[src/core/ccps_pkg.sv]
// package for the chip configuration and pin select register bank
// assumes a 32-bit avalon-mm slave port with byte addressing

package ccps_pkg;

  // --------------------------------------------------------------
  // register indexes, byte address is four times the index
  // --------------------------------------------------------------
  localparam logic [7:0] CCPS_IDX_CHIP_IDENTITY = 8'h20;
  localparam logic [7:0] CCPS_IDX_GLOBAL_CFG    = 8'h21;
  localparam logic [7:0] CCPS_IDX_PIN_SEL_TWO   = 8'h22;

  // --------------------------------------------------------------
  // global_config_one field positions
  // --------------------------------------------------------------
  localparam int CCPS_G1_LOCK_BIT   = 7;
  localparam int CCPS_G1_PARALLEL_IRQ_INPUT_BIT   = 6;
  localparam int CCPS_G1_DMA_WS_LSB = 4;
  localparam int CCPS_G1_IO_WS_LSB  = 2;
  localparam int CCPS_G1_SWRST_BIT  = 1;
  localparam int CCPS_G1_GEN_BIT    = 0;

  // --------------------------------------------------------------
  // pin_select_config_two field positions
  // --------------------------------------------------------------
  localparam int CCPS_P2_PIN2_BIT = 2;
  localparam int CCPS_P2_PIN1_LSB = 0;

  // --------------------------------------------------------------
  // reset values
  // --------------------------------------------------------------
  localparam logic       CCPS_RST_LOCK    = 1'h0;
  localparam logic       CCPS_RST_PARALLEL_IRQ_INPUT    = 1'h0;
  localparam logic [1:0] CCPS_RST_DMA_WS  = 2'h1;
  localparam logic [1:0] CCPS_RST_IO_WS   = 2'h0;
  localparam logic       CCPS_RST_GEN     = 1'h1;
  localparam logic [5:0] CCPS_RST_PIN_SEL = 6'h00;
  localparam logic [1:0] CCPS_RST_PIN1    = 2'h0;

  // --------------------------------------------------------------
  // encodings and wait-state counts
  // --------------------------------------------------------------
  localparam logic [1:0] CCPS_DMA_WS_RSVD  = 2'h0;
  localparam logic [1:0] CCPS_PIN1_GIO34   = 2'h0;
  localparam logic [1:0] CCPS_PIN1_FAN2    = 2'h1;
  localparam logic [1:0] CCPS_PIN1_HOOD    = 2'h2;
  localparam logic [1:0] CCPS_PIN1_RSVD    = 2'h3;
  localparam logic [3:0] CCPS_WS_ZERO      = 4'h0;
  localparam logic [3:0] CCPS_WS_TWO       = 4'h2;
  localparam logic [3:0] CCPS_WS_SIX       = 4'h6;
  localparam logic [3:0] CCPS_WS_TWELVE    = 4'hC;

  function automatic logic [3:0] ccps_ws_count(input logic [1:0] code);
    logic [3:0] n;
    n = CCPS_WS_ZERO;
    unique case (code)
      2'h0: n = CCPS_WS_ZERO;
      2'h1: n = CCPS_WS_TWO;
      2'h2: n = CCPS_WS_SIX;
      2'h3: n = CCPS_WS_TWELVE;
    endcase
    return n;
  endfunction

endpackage

[src/core/ccps_pin_mux.sv]
// one multiplexed pin routed to general i/o or an alternate function
// assumes pad_in_s is already synchronised to clk_sys

`timescale 1ns/1ps

module ccps_pin_mux
  import ccps_pkg::*;
(
  input  wire logic clk_sys,
  input  wire logic rst_b,
  input  wire logic sel_alt,
  input  wire logic pad_in_s,
  input  wire logic gio_out,
  input  wire logic gio_oe,
  input  wire logic alt_out,
  input  wire logic alt_oe,
  output logic      pad_out,
  output logic      pad_oe,
  output logic      gio_in,
  output logic      alt_in
);

  // --------------------------------------------------------------
  // routing, registered so the pad never sees a mux glitch
  // --------------------------------------------------------------
  always_ff @(posedge clk_sys or negedge rst_b) begin
    if (!rst_b) begin
      pad_out <= 1'h0;
      pad_oe  <= 1'h0;
    end else begin
      pad_out <= sel_alt ? alt_out : gio_out;
      pad_oe  <= sel_alt ? alt_oe : gio_oe;
    end
  end

  // deselected function sees a quiet low input
  always_ff @(posedge clk_sys or negedge rst_b) begin
    if (!rst_b) begin
      gio_in <= 1'h0;
      alt_in <= 1'h0;
    end else begin
      gio_in <= ~sel_alt & pad_in_s;
      alt_in <= sel_alt & pad_in_s;
    end
  end

endmodule

[src/core/ccps_regs.sv]
// chip identity, global configuration and pin select register bank
// assumes an avalon-mm master on clk_sys and same-clock logical devices
//
// What this block does
// - lock bit freezes pin selects until hardware reset
// - bit 6 turns pin group into irq inputs
// - dma wait states: reserved, two, six, twelve
// - i/o wait states: zero, two, six, twelve
// - software reset bit reads zero, zero ignored
// - software reset resets devices except lock bits
// - global enable low disables all but wake-up
// - global enable high defers to activate bits
// - read-only identity byte at index 20h
// - pin 7: general io 05 or kbd line 17
// - pin 5: general io 03 or fan out 0
// - pin 4: general io 02 or tach in 0
// - pins 3, 2: general io or fan out 1, tach in 1
// - pin 1: io 34, fan 2, hood lock
// - read-only registers ignore writes
//
// Design decision made here: the Avalon-MM interface to the registers.

`timescale 1ns/1ps

module ccps_regs
  import ccps_pkg::*;
#(
  parameter logic [7:0] CHIP_ID  = 8'h5A, // arbitrary identity value
  parameter int         NUM_LDEV = 8,
  parameter int         NUM_PARALLEL_IRQ_INPUT = 11
)
(
  input  wire logic                clk_sys,
  input  wire logic                rst_b,
  // avalon-mm slave
  input  wire logic [9:0]          avs_address,
  input  wire logic                avs_read,
  input  wire logic                avs_write,
  input  wire logic [31:0]         avs_writedata,
  input  wire logic [3:0]          avs_byteenable,
  output logic [31:0]              avs_readdata,
  output logic                     avs_waitrequest,
  // logical device control
  input  wire logic [NUM_LDEV-1:0] ldev_activate,
  output logic [NUM_LDEV-1:0]      ldev_enable,
  output logic                     ldev_soft_reset,
  output logic                     wake_up_control_unit_reset,
  output logic [3:0]               dma_wait_states,
  output logic [3:0]               io_wait_states,
  output logic                     pin_select_lock,
  output logic                     pins_follow_config_four,
  // parallel irq pin group
  input  wire logic [NUM_PARALLEL_IRQ_INPUT-1:0] parallel_irq_input_group_pad_in,
  output logic [NUM_PARALLEL_IRQ_INPUT-1:0]      parallel_irq_input,
  // multiplexed pins 1 to 7, index is pin number minus one
  input  wire logic [6:0]          pad_in,
  output logic [6:0]               pad_out,
  output logic [6:0]               pad_oe,
  // general i/o: 00..05 at 0..5, 34 at 6
  input  wire logic [6:0]          general_io_out,
  input  wire logic [6:0]          general_io_oe,
  output logic [6:0]               general_io_in,
  // alternate functions
  input  wire logic                kbd_port_line_17_out,
  input  wire logic                kbd_port_line_17_oe,
  output logic                     kbd_port_line_17_in,
  input  wire logic                kbd_port_line_12_out,
  input  wire logic                kbd_port_line_12_oe,
  output logic                     kbd_port_line_12_in,
  input  wire logic                fan_control_out_0,
  input  wire logic                fan_control_out_1,
  input  wire logic                fan_control_out_2,
  input  wire logic                chassis_hood_lock_out,
  output logic                     fan_tach_in_0,
  output logic                     fan_tach_in_1
);

  // --------------------------------------------------------------
  // elaboration checks
  // --------------------------------------------------------------
  if (NUM_LDEV < 1 || NUM_LDEV > 32) begin : g_bad_ldev
    $error("NUM_LDEV must lie between 1 and 32");
  end
  if (NUM_PARALLEL_IRQ_INPUT < 1) begin : g_bad_parallel_irq_input
    $error("NUM_PARALLEL_IRQ_INPUT must be at least 1");
  end

  // --------------------------------------------------------------
  // bus handshake: one wait cycle, answer in the second cycle
  // --------------------------------------------------------------
  logic       ack_r;
  logic       req;
  logic       wr_take;
  logic       wr_low;
  logic [7:0] wdata;
  logic [7:0] rd_byte;
  logic       hit_id;
  logic       hit_g1;
  logic       hit_p2;

  assign req             = avs_read | avs_write;
  assign avs_waitrequest = req & ~ack_r;
  assign wr_take         = avs_write & ack_r;
  assign wr_low          = wr_take & avs_byteenable[0];
  assign wdata           = avs_writedata[7:0];

  assign hit_id = (avs_address == {CCPS_IDX_CHIP_IDENTITY, 2'h0});
  assign hit_g1 = (avs_address == {CCPS_IDX_GLOBAL_CFG, 2'h0});
  assign hit_p2 = (avs_address == {CCPS_IDX_PIN_SEL_TWO, 2'h0});

  always_ff @(posedge clk_sys or negedge rst_b) begin
    if (!rst_b) begin
      ack_r <= 1'h0;
    end else begin
      ack_r <= req & ~ack_r;
    end
  end

  // --------------------------------------------------------------
  // configuration state
  // --------------------------------------------------------------
  logic       lock_r;
  logic       parallel_irq_input_sel_r;
  logic [1:0] dma_ws_r;
  logic [1:0] io_ws_r;
  logic       gen_en_r;
  logic [5:0] pin_sel_r;
  logic [1:0] pin1_sel_r;
  logic       swrst_r;
  logic       g1_wr;
  logic       p2_wr;
  logic       sw_reset_req;

  assign g1_wr        = wr_low & hit_g1;
  assign p2_wr        = wr_low & hit_p2;
  assign sw_reset_req = g1_wr & wdata[CCPS_G1_SWRST_BIT];

  // lock only rises; nothing but rst_b clears it
  always_ff @(posedge clk_sys or negedge rst_b) begin
    if (!rst_b) begin
      lock_r <= CCPS_RST_LOCK;
    end else if (g1_wr) begin
      lock_r <= lock_r | wdata[CCPS_G1_LOCK_BIT];
    end
  end

  // pin group select, lockable
  always_ff @(posedge clk_sys or negedge rst_b) begin
    if (!rst_b) begin
      parallel_irq_input_sel_r <= CCPS_RST_PARALLEL_IRQ_INPUT;
    end else if (!lock_r) begin
      if (sw_reset_req) begin
        parallel_irq_input_sel_r <= CCPS_RST_PARALLEL_IRQ_INPUT;
      end else if (g1_wr) begin
        parallel_irq_input_sel_r <= wdata[CCPS_G1_PARALLEL_IRQ_INPUT_BIT];
      end
    end
  end

  // wait states and global enable are never locked
  always_ff @(posedge clk_sys or negedge rst_b) begin
    if (!rst_b) begin
      dma_ws_r <= CCPS_RST_DMA_WS;
      io_ws_r  <= CCPS_RST_IO_WS;
      gen_en_r <= CCPS_RST_GEN;
    end else if (sw_reset_req) begin
      dma_ws_r <= CCPS_RST_DMA_WS;
      io_ws_r  <= CCPS_RST_IO_WS;
      gen_en_r <= CCPS_RST_GEN;
    end else if (g1_wr) begin
      // reserved dma code never lands in storage
      if (wdata[CCPS_G1_DMA_WS_LSB +: 2] != CCPS_DMA_WS_RSVD) begin
        dma_ws_r <= wdata[CCPS_G1_DMA_WS_LSB +: 2];
      end
      io_ws_r  <= wdata[CCPS_G1_IO_WS_LSB +: 2];
      gen_en_r <= wdata[CCPS_G1_GEN_BIT];
    end
  end

  // pin selects of the second register, all lockable
  always_ff @(posedge clk_sys or negedge rst_b) begin
    if (!rst_b) begin
      pin_sel_r  <= CCPS_RST_PIN_SEL;
      pin1_sel_r <= CCPS_RST_PIN1;
    end else if (!lock_r) begin
      if (sw_reset_req) begin
        pin_sel_r  <= CCPS_RST_PIN_SEL;
        pin1_sel_r <= CCPS_RST_PIN1;
      end else if (p2_wr) begin
        pin_sel_r <= wdata[7:CCPS_P2_PIN2_BIT];
        if (wdata[CCPS_P2_PIN1_LSB +: 2] != CCPS_PIN1_RSVD) begin
          pin1_sel_r <= wdata[CCPS_P2_PIN1_LSB +: 2];
        end
      end
    end
  end

  // software reset: one-cycle pulse to the logical devices
  always_ff @(posedge clk_sys or negedge rst_b) begin
    if (!rst_b) begin
      swrst_r <= 1'h0;
    end else begin
      swrst_r <= sw_reset_req;
    end
  end

  assign ldev_soft_reset            = swrst_r;
  assign wake_up_control_unit_reset = swrst_r;
  assign pin_select_lock            = lock_r;
  assign pins_follow_config_four    = ~parallel_irq_input_sel_r;

  // --------------------------------------------------------------
  // read path, data registered in the wait cycle
  // --------------------------------------------------------------
  always_comb begin
    rd_byte = 8'h00;
    if (hit_id) begin
      rd_byte = CHIP_ID;
    end else if (hit_g1) begin
      rd_byte = {lock_r, parallel_irq_input_sel_r, dma_ws_r, io_ws_r,
                 1'h0, gen_en_r};
    end else if (hit_p2) begin
      rd_byte = {pin_sel_r, pin1_sel_r};
    end
  end

  // identity index decodes but has no write path
  always_ff @(posedge clk_sys or negedge rst_b) begin
    if (!rst_b) begin
      avs_readdata <= 32'h0000_0000;
    end else if (avs_read && !ack_r) begin
      avs_readdata <= {24'h00_0000, rd_byte};
    end
  end

  // --------------------------------------------------------------
  // decoded controls
  // --------------------------------------------------------------
  always_ff @(posedge clk_sys or negedge rst_b) begin
    if (!rst_b) begin
      dma_wait_states <= CCPS_WS_TWO;
      io_wait_states  <= CCPS_WS_ZERO;
    end else begin
      dma_wait_states <= ccps_ws_count(dma_ws_r);
      io_wait_states  <= ccps_ws_count(io_ws_r);
    end
  end

  // activate bits are same-clock, so no synchroniser here
  always_ff @(posedge clk_sys or negedge rst_b) begin
    if (!rst_b) begin
      ldev_enable <= '0;
    end else if (!gen_en_r) begin
      ldev_enable <= '0;
    end else begin
      ldev_enable <= ldev_activate;
    end
  end

  // --------------------------------------------------------------
  // pad input synchronisers
  // --------------------------------------------------------------
  logic [6:0]          pad_meta_r;
  logic [6:0]          pad_sync_r;
  logic [NUM_PARALLEL_IRQ_INPUT-1:0] parallel_irq_input_meta_r;
  logic [NUM_PARALLEL_IRQ_INPUT-1:0] parallel_irq_input_sync_r;

  always_ff @(posedge clk_sys or negedge rst_b) begin
    if (!rst_b) begin
      pad_meta_r  <= 7'h00;
      pad_sync_r  <= 7'h00;
      parallel_irq_input_meta_r <= '0;
      parallel_irq_input_sync_r <= '0;
    end else begin
      pad_meta_r  <= pad_in;
      pad_sync_r  <= pad_meta_r;
      parallel_irq_input_meta_r <= parallel_irq_input_group_pad_in;
      parallel_irq_input_sync_r <= parallel_irq_input_meta_r;
    end
  end

  // group pins reach the irq lines only when selected
  always_ff @(posedge clk_sys or negedge rst_b) begin
    if (!rst_b) begin
      parallel_irq_input <= '0;
    end else begin
      parallel_irq_input <= parallel_irq_input_sel_r ? parallel_irq_input_sync_r : '0;
    end
  end

  // --------------------------------------------------------------
  // pins 2 to 7: two-way muxes, index i is pin i+2
  // --------------------------------------------------------------
  logic [5:0] alt_out;
  logic [5:0] alt_oe;
  logic [5:0] alt_in;

  // tach pins are inputs, so their alternate never drives
  assign alt_out = {kbd_port_line_17_out, kbd_port_line_12_out,
                    fan_control_out_0, 1'h0, fan_control_out_1, 1'h0};
  assign alt_oe  = {kbd_port_line_17_oe, kbd_port_line_12_oe,
                    1'h1, 1'h0, 1'h1, 1'h0};

  for (genvar i = 0; i < 6; i++) begin : g_pin
    ccps_pin_mux u_mux (
      .clk_sys  (clk_sys),
      .rst_b    (rst_b),
      .sel_alt  (pin_sel_r[i]),
      .pad_in_s (pad_sync_r[i+1]),
      .gio_out  (general_io_out[i]),
      .gio_oe   (general_io_oe[i]),
      .alt_out  (alt_out[i]),
      .alt_oe   (alt_oe[i]),
      .pad_out  (pad_out[i+1]),
      .pad_oe   (pad_oe[i+1]),
      .gio_in   (general_io_in[i]),
      .alt_in   (alt_in[i])
    );
  end

  assign kbd_port_line_17_in = alt_in[5];
  assign kbd_port_line_12_in = alt_in[4];
  assign fan_tach_in_0       = alt_in[2];
  assign fan_tach_in_1       = alt_in[0];
  // alt_in of pins 3 and 5 unused: those alternates are output only
  // pin 5 drives fan out 0 through alt_out[3]

  // --------------------------------------------------------------
  // pin 1: three-way mux
  // --------------------------------------------------------------
  always_ff @(posedge clk_sys or negedge rst_b) begin
    if (!rst_b) begin
      pad_out[0]       <= 1'h0;
      pad_oe[0]        <= 1'h0;
      general_io_in[6] <= 1'h0;
    end else begin
      general_io_in[6] <= (pin1_sel_r == CCPS_PIN1_GIO34) & pad_sync_r[0];
      unique case (pin1_sel_r)
        CCPS_PIN1_FAN2: begin
          pad_out[0] <= fan_control_out_2;
          pad_oe[0]  <= 1'h1;
        end
        CCPS_PIN1_HOOD: begin
          pad_out[0] <= chassis_hood_lock_out;
          pad_oe[0]  <= 1'h1;
        end
        default: begin
          // reserved code cannot be stored; falls back to io 34
          pad_out[0] <= general_io_out[6];
          pad_oe[0]  <= general_io_oe[6];
        end
      endcase
    end
  end

endmodule

[config.mk]
export PLATFORM = sky130hd
export DESIGN_NAME = ccps_regs
export DESIGN_NICKNAME = d
export VERILOG_FILES = /design/src/core/ccps_pkg.sv /design/src/core/ccps_pin_mux.sv /design/src/core/ccps_regs.sv
export SDC_FILE = /design/constraint.sdc
export NUM_CORES = 1
export LEC_CHECK = 0
export ABC_CLOCK_PERIOD_IN_PS = 2440
export BUFFER_PORTS_ARGS = -buffer_cell sky130_fd_sc_hd__clkbuf_2
export CORE_MARGIN = 2
export CORE_UTILIZATION = 30
export CTS_BUF_LIST = sky130_fd_sc_hd__clkbuf_2 sky130_fd_sc_hd__clkbuf_4 sky130_fd_sc_hd__clkbuf_8
export CTS_CLUSTER_DIAMETER = 40
export DETAILED_ROUTE_END_ITERATION = 16
export PLACE_DENSITY = 0.56
export SYNTH_ARGS = -nofsm -noshare
export SYNTH_HDL_FRONTEND = slang
export SYNTH_SLANG_ARGS = --single-unit
[constraint.sdc]
create_clock -name clk_sys -period 2.44 [get_ports clk_sys]
set_clock_uncertainty 0.05 [all_clocks]
set_input_delay 0.488 -clock clk_sys [delete_from_list [all_inputs] [get_ports clk_sys]]
set_output_delay 0.488 -clock clk_sys [all_outputs]
set_load 0.02 [all_outputs]
==> results.txt <==
----------------------------------------------------
[Run status]
  Run status ... completed

[Power and ir drop]
  Peak supply drop ... 0.262 mV
  Post-layout power ... 3.45 mW
  Total power divided by cell area ... 677 mW/mm^2
  Static Leak ... 2.55 nW

[Floorplan]
  Initial Utilization ... 30.4%
  Number of cell rows ... 43
  Area of the core region ... 0.0138 sq mm
  Area of the die ... 0.0149 sq mm
  Die Wd ... 122 um
  I/O pin total ... 187
  DIE HEIGHT ... 122 um

[Flow run]
  Max cap viols ... 0

[Yosys]
  Simple-gate area share of the yosys netlist ... 12.2%
  Syn_area_per_cell ... 13.0 sq um
  Share of synthesized area spent on multiplexers ... 1.85%
  Area fraction in compound gates after synthesis ... 7.38%
  Number of storage elements in the synthesis netlist ... 111
  Unique masters post-synth ... 38
  Cells after synthesis ... 321
  Share of the yosys chip area belonging to registers ... 66.4%
  Post-Synth Adder-Cell Area ... 2.39%
  Count of warnings emitted by yosys ... 0
  Xor and xnor fraction of the mapped netlist area ... 0%
  Share of synthesized registers carrying an async set or reset ... 100%
  EDFF count, synth ... 0
  Combinational family with the most area after synthesis ... simple AND/OR/NAND/NOR gates
  Main flop type after synthesis ... sky130_fd_sc_hd__dfrtp_1
  Synthesized area ... 0.00419 sq mm

[Placement]
  Pre-CTS setup slack ... 337 ps
  RePlAce Congestion ... 0.822
  Post-placement cell area ... 0.00486 sq mm
  # port buffers ... 133
  Total instance count after detailed placement ... 611
  Placed wire-length estimate ... 6340 um

[STA]
  Final period utilization ... 74.5%
  Crit path setup slack, layout ... 622 ps
  Slew Viols, Final ... 0
  F_max ... 550 MHz
  Setup TNS ... 0 ps
  Worst-margin pin slew ... 638 ps
  Crit path time final ... 1820 ps
  Final hold vios ... 0
  Worst hold margin ... 21.1 ps
  Rel. slew slack ... 57.4%
  Total setup violations reported at the end of the flow ... 0
  Unrepaired setup endpoints after global routing ... no

[Detailed routing]
  Vias ... 2648
  Routed wire per std cell ... 13.4 um
  Remaining routing DRC violations ... 0
  Wire length reported by the detailed router ... 8410 um
  Number of design-rule violations left by the first detailed-router iteration ... 88
  Detailed-router iteration count before antenna repair ... 4
  Post-detailed-route count of antenna-violating nets ... 0
  Drt via density ... 4.22

[Cells and area]
  Share of cells above drive strength 1 ... 38.7%
  Number of diodes added for antenna fixing ... 0
  Final cell count without fillers ... 627
  Final core utilization ... 37.0%
  Layout-stage area growth over the synthesis result ... 21.5%
  Net total in the final layout ... 548
  Area of all placed cells without fillers ... 0.00509 sq mm

[Critical path]
  Worst-path fanout max ... 11
  Worst reg-to-reg setup slack ... 620 ps
  Critical path class ... reg -> reg
  Crit path arrival time ... 2070 ps
  CP startpoint kind ... flip-flop
  Endpoint class of the critical path ... flip-flop
  Required time at the worst-slack endpoint ... 2690 ps

[CTS]
  Post-cts gate resize count ... 0
  Clock buffers created by TritonCTS ... 9
  Root Buffer Master ... sky130_fd_sc_hd__clkbuf_8
  Quantity of hold-fixing buffers added after cts ... 0
  Number of levels in the clock H-tree ... 3
  Number of sinks driven by the clock tree ... 111
  Post-CTS repair timing setup buffer count ... 0
  Deepest clock path buffer count ... 2
  TritonCTS clock tree ... done
  Clock latency on the worst-skew pair ... 390 ps
  Clk slew on worst S/H paths ... 110 ps

[Global route]
  Met1 demand-to-capacity share in global routing ... 15.0%
  Global Route met3 Usage ... 3.75%
  Number of antenna violations at the first check in global routing ... 0
  Grt met2 use ... 19.5%
  Global-route wire length before repair ... 13400 um
  GR Overflow Total ... 0
  Number of global-route vias before repair ... 2598
  Global-route layer with the greatest usage ... met2
  GRT Util Overall ... 12.0%
  Maximum number of pins on one net before global-route repair ... 56

[Min path]
  Classification of the worst-slack hold path ... in -> async

----------------------------------------------------
-- registers in the layout (all words and copies together) (netlist names), 7 cells and up --
signal	cells
parallel_irq_input	11
parallel_irq_input_sync_r	11
pad_meta_r	7
pad_sync_r	7
ldev_enable	8
parallel_irq_input_meta_r	11
avs_readdata	8
-- cells in the mapped netlist (2+ instances only) --
library cell,n,share of area [%]
sky130_fd_sc_hd__a211oi_2,2,0.60
sky130_fd_sc_hd__a21o_1,2,0.36
sky130_fd_sc_hd__a21oi_1,9,1.1
sky130_fd_sc_hd__a22oi_1,5,0.90
sky130_fd_sc_hd__a41oi_1,6,1.3
sky130_fd_sc_hd__and2_1,24,3.6
sky130_fd_sc_hd__buf_2,2,0.24
sky130_fd_sc_hd__buf_4,45,8.1
sky130_fd_sc_hd__clkbuf_1,6,0.54
sky130_fd_sc_hd__dfrtp_1,108,65
sky130_fd_sc_hd__dfstp_2,3,1.9
sky130_fd_sc_hd__ha_1,8,2.4
sky130_fd_sc_hd__inv_1,10,0.90
sky130_fd_sc_hd__mux2_2,6,1.6
sky130_fd_sc_hd__nand2_1,13,1.2
sky130_fd_sc_hd__nand4_1,3,0.45
sky130_fd_sc_hd__nor2_1,13,1.2
sky130_fd_sc_hd__nor2b_1,12,1.8
sky130_fd_sc_hd__nor3_1,7,0.84
sky130_fd_sc_hd__nor3b_1,2,0.36
sky130_fd_sc_hd__o21ai_0,2,0.24
sky130_fd_sc_hd__o21ai_1,2,0.24
sky130_fd_sc_hd__o22ai_1,6,0.90
sky130_fd_sc_hd__o31ai_1,7,1.3
sky130_fd_sc_hd__or2_2,4,0.60
sky130_fd_sc_hd__or4_1,2,0.36
-- final timing paths --
path / startpoint / endpoint / cells after the start
min reg2reg: pad_meta_r[4] / pad_sync_r[4] / 0
max reg2reg: ack_r / pin1_sel_r[1] / 4
max in group asynchronous: rst_b / pad_meta_r[6] / 2
max: ack_r / pin1_sel_r[1] / 4
min: rst_b / g_pin[0].u_mux.alt_in / 1
min in group clk_sys: pad_in[1] / pad_meta_r[1] / 1
-- cell type report --
class                           count  area (sq um)
Inverter                           10          37.5
Multi-Input combinational cell    172          1090
Tap cell                          180           225
Sequential cell                   111          2780
Clock buffer                        9           124
Clock inverter                      7           111
Timing Repair Buffer              138           718
Fill cell                        1415          8680
-- layer usage --
layer  wire length [um]  vias to the layer above
li1                   -                     1247
met2               4200                       95
met5                  0                        -
met3                557                       12
met4                127                        0
met1               3520                     1294
-- logic make-up after synthesis --
kind of cell             after synthesis
AO/OA/AOI/OAI                         43
adder cells (fa/ha/maj)                8
buffers and inverters                 63
flip-flops                           111
multiplexers                           7
other                                  1
AND/OR/NAND/NOR                       88
-- cell usage in the layout (no fill, tap or decap), types with 3 or more instances in the layout --
| master | synthesis | final |
|---|---|---|
| sky130_fd_sc_hd__and2_1 | 24 | 24 |
| sky130_fd_sc_hd__conb_1 | 1 | 26 |
| sky130_fd_sc_hd__clkbuf_2 | 0 | 132 |
| sky130_fd_sc_hd__nand2_1 | 13 | 13 |
| sky130_fd_sc_hd__inv_1 | 10 | 10 |
| sky130_fd_sc_hd__nor2b_1 | 12 | 12 |
| sky130_fd_sc_hd__clkbuf_8 | 0 | 9 |
| sky130_fd_sc_hd__o22ai_1 | 6 | 6 |
| sky130_fd_sc_hd__ha_1 | 8 | 8 |
| sky130_fd_sc_hd__buf_4 | 45 | 5 |
| sky130_fd_sc_hd__a41oi_1 | 6 | 6 |
| sky130_fd_sc_hd__a22oi_1 | 5 | 5 |
| sky130_fd_sc_hd__mux2_2 | 6 | 6 |
| sky130_fd_sc_hd__inv_6 | 0 | 3 |
| sky130_fd_sc_hd__nor2_1 | 13 | 13 |
| sky130_fd_sc_hd__a21oi_1 | 9 | 9 |
| sky130_fd_sc_hd__nor3_1 | 7 | 7 |
| sky130_fd_sc_hd__nand4_1 | 3 | 3 |
| sky130_fd_sc_hd__or2_2 | 4 | 4 |
| sky130_fd_sc_hd__dfstp_2 | 3 | 3 |
| sky130_fd_sc_hd__o31ai_1 | 7 | 7 |
| sky130_fd_sc_hd__dfrtp_1 | 108 | 108 |
-- power by group --
part	internal, mW	total [mW]	switching (mW)
clock network	0.599	1.26	0.658
logic	0.0934	0.275	0.181
registers	1.90	1.91	0.0162
-- worst max-delay path: stages, from the launching register on --
cell                       delay, ps
sky130_fd_sc_hd__dfrtp_1         370
sky130_fd_sc_hd__and3_1          430
sky130_fd_sc_hd__nand3_1         200
sky130_fd_sc_hd__or4_1           440
sky130_fd_sc_hd__a211oi_2        240
(Power assumes the default switching activity.)
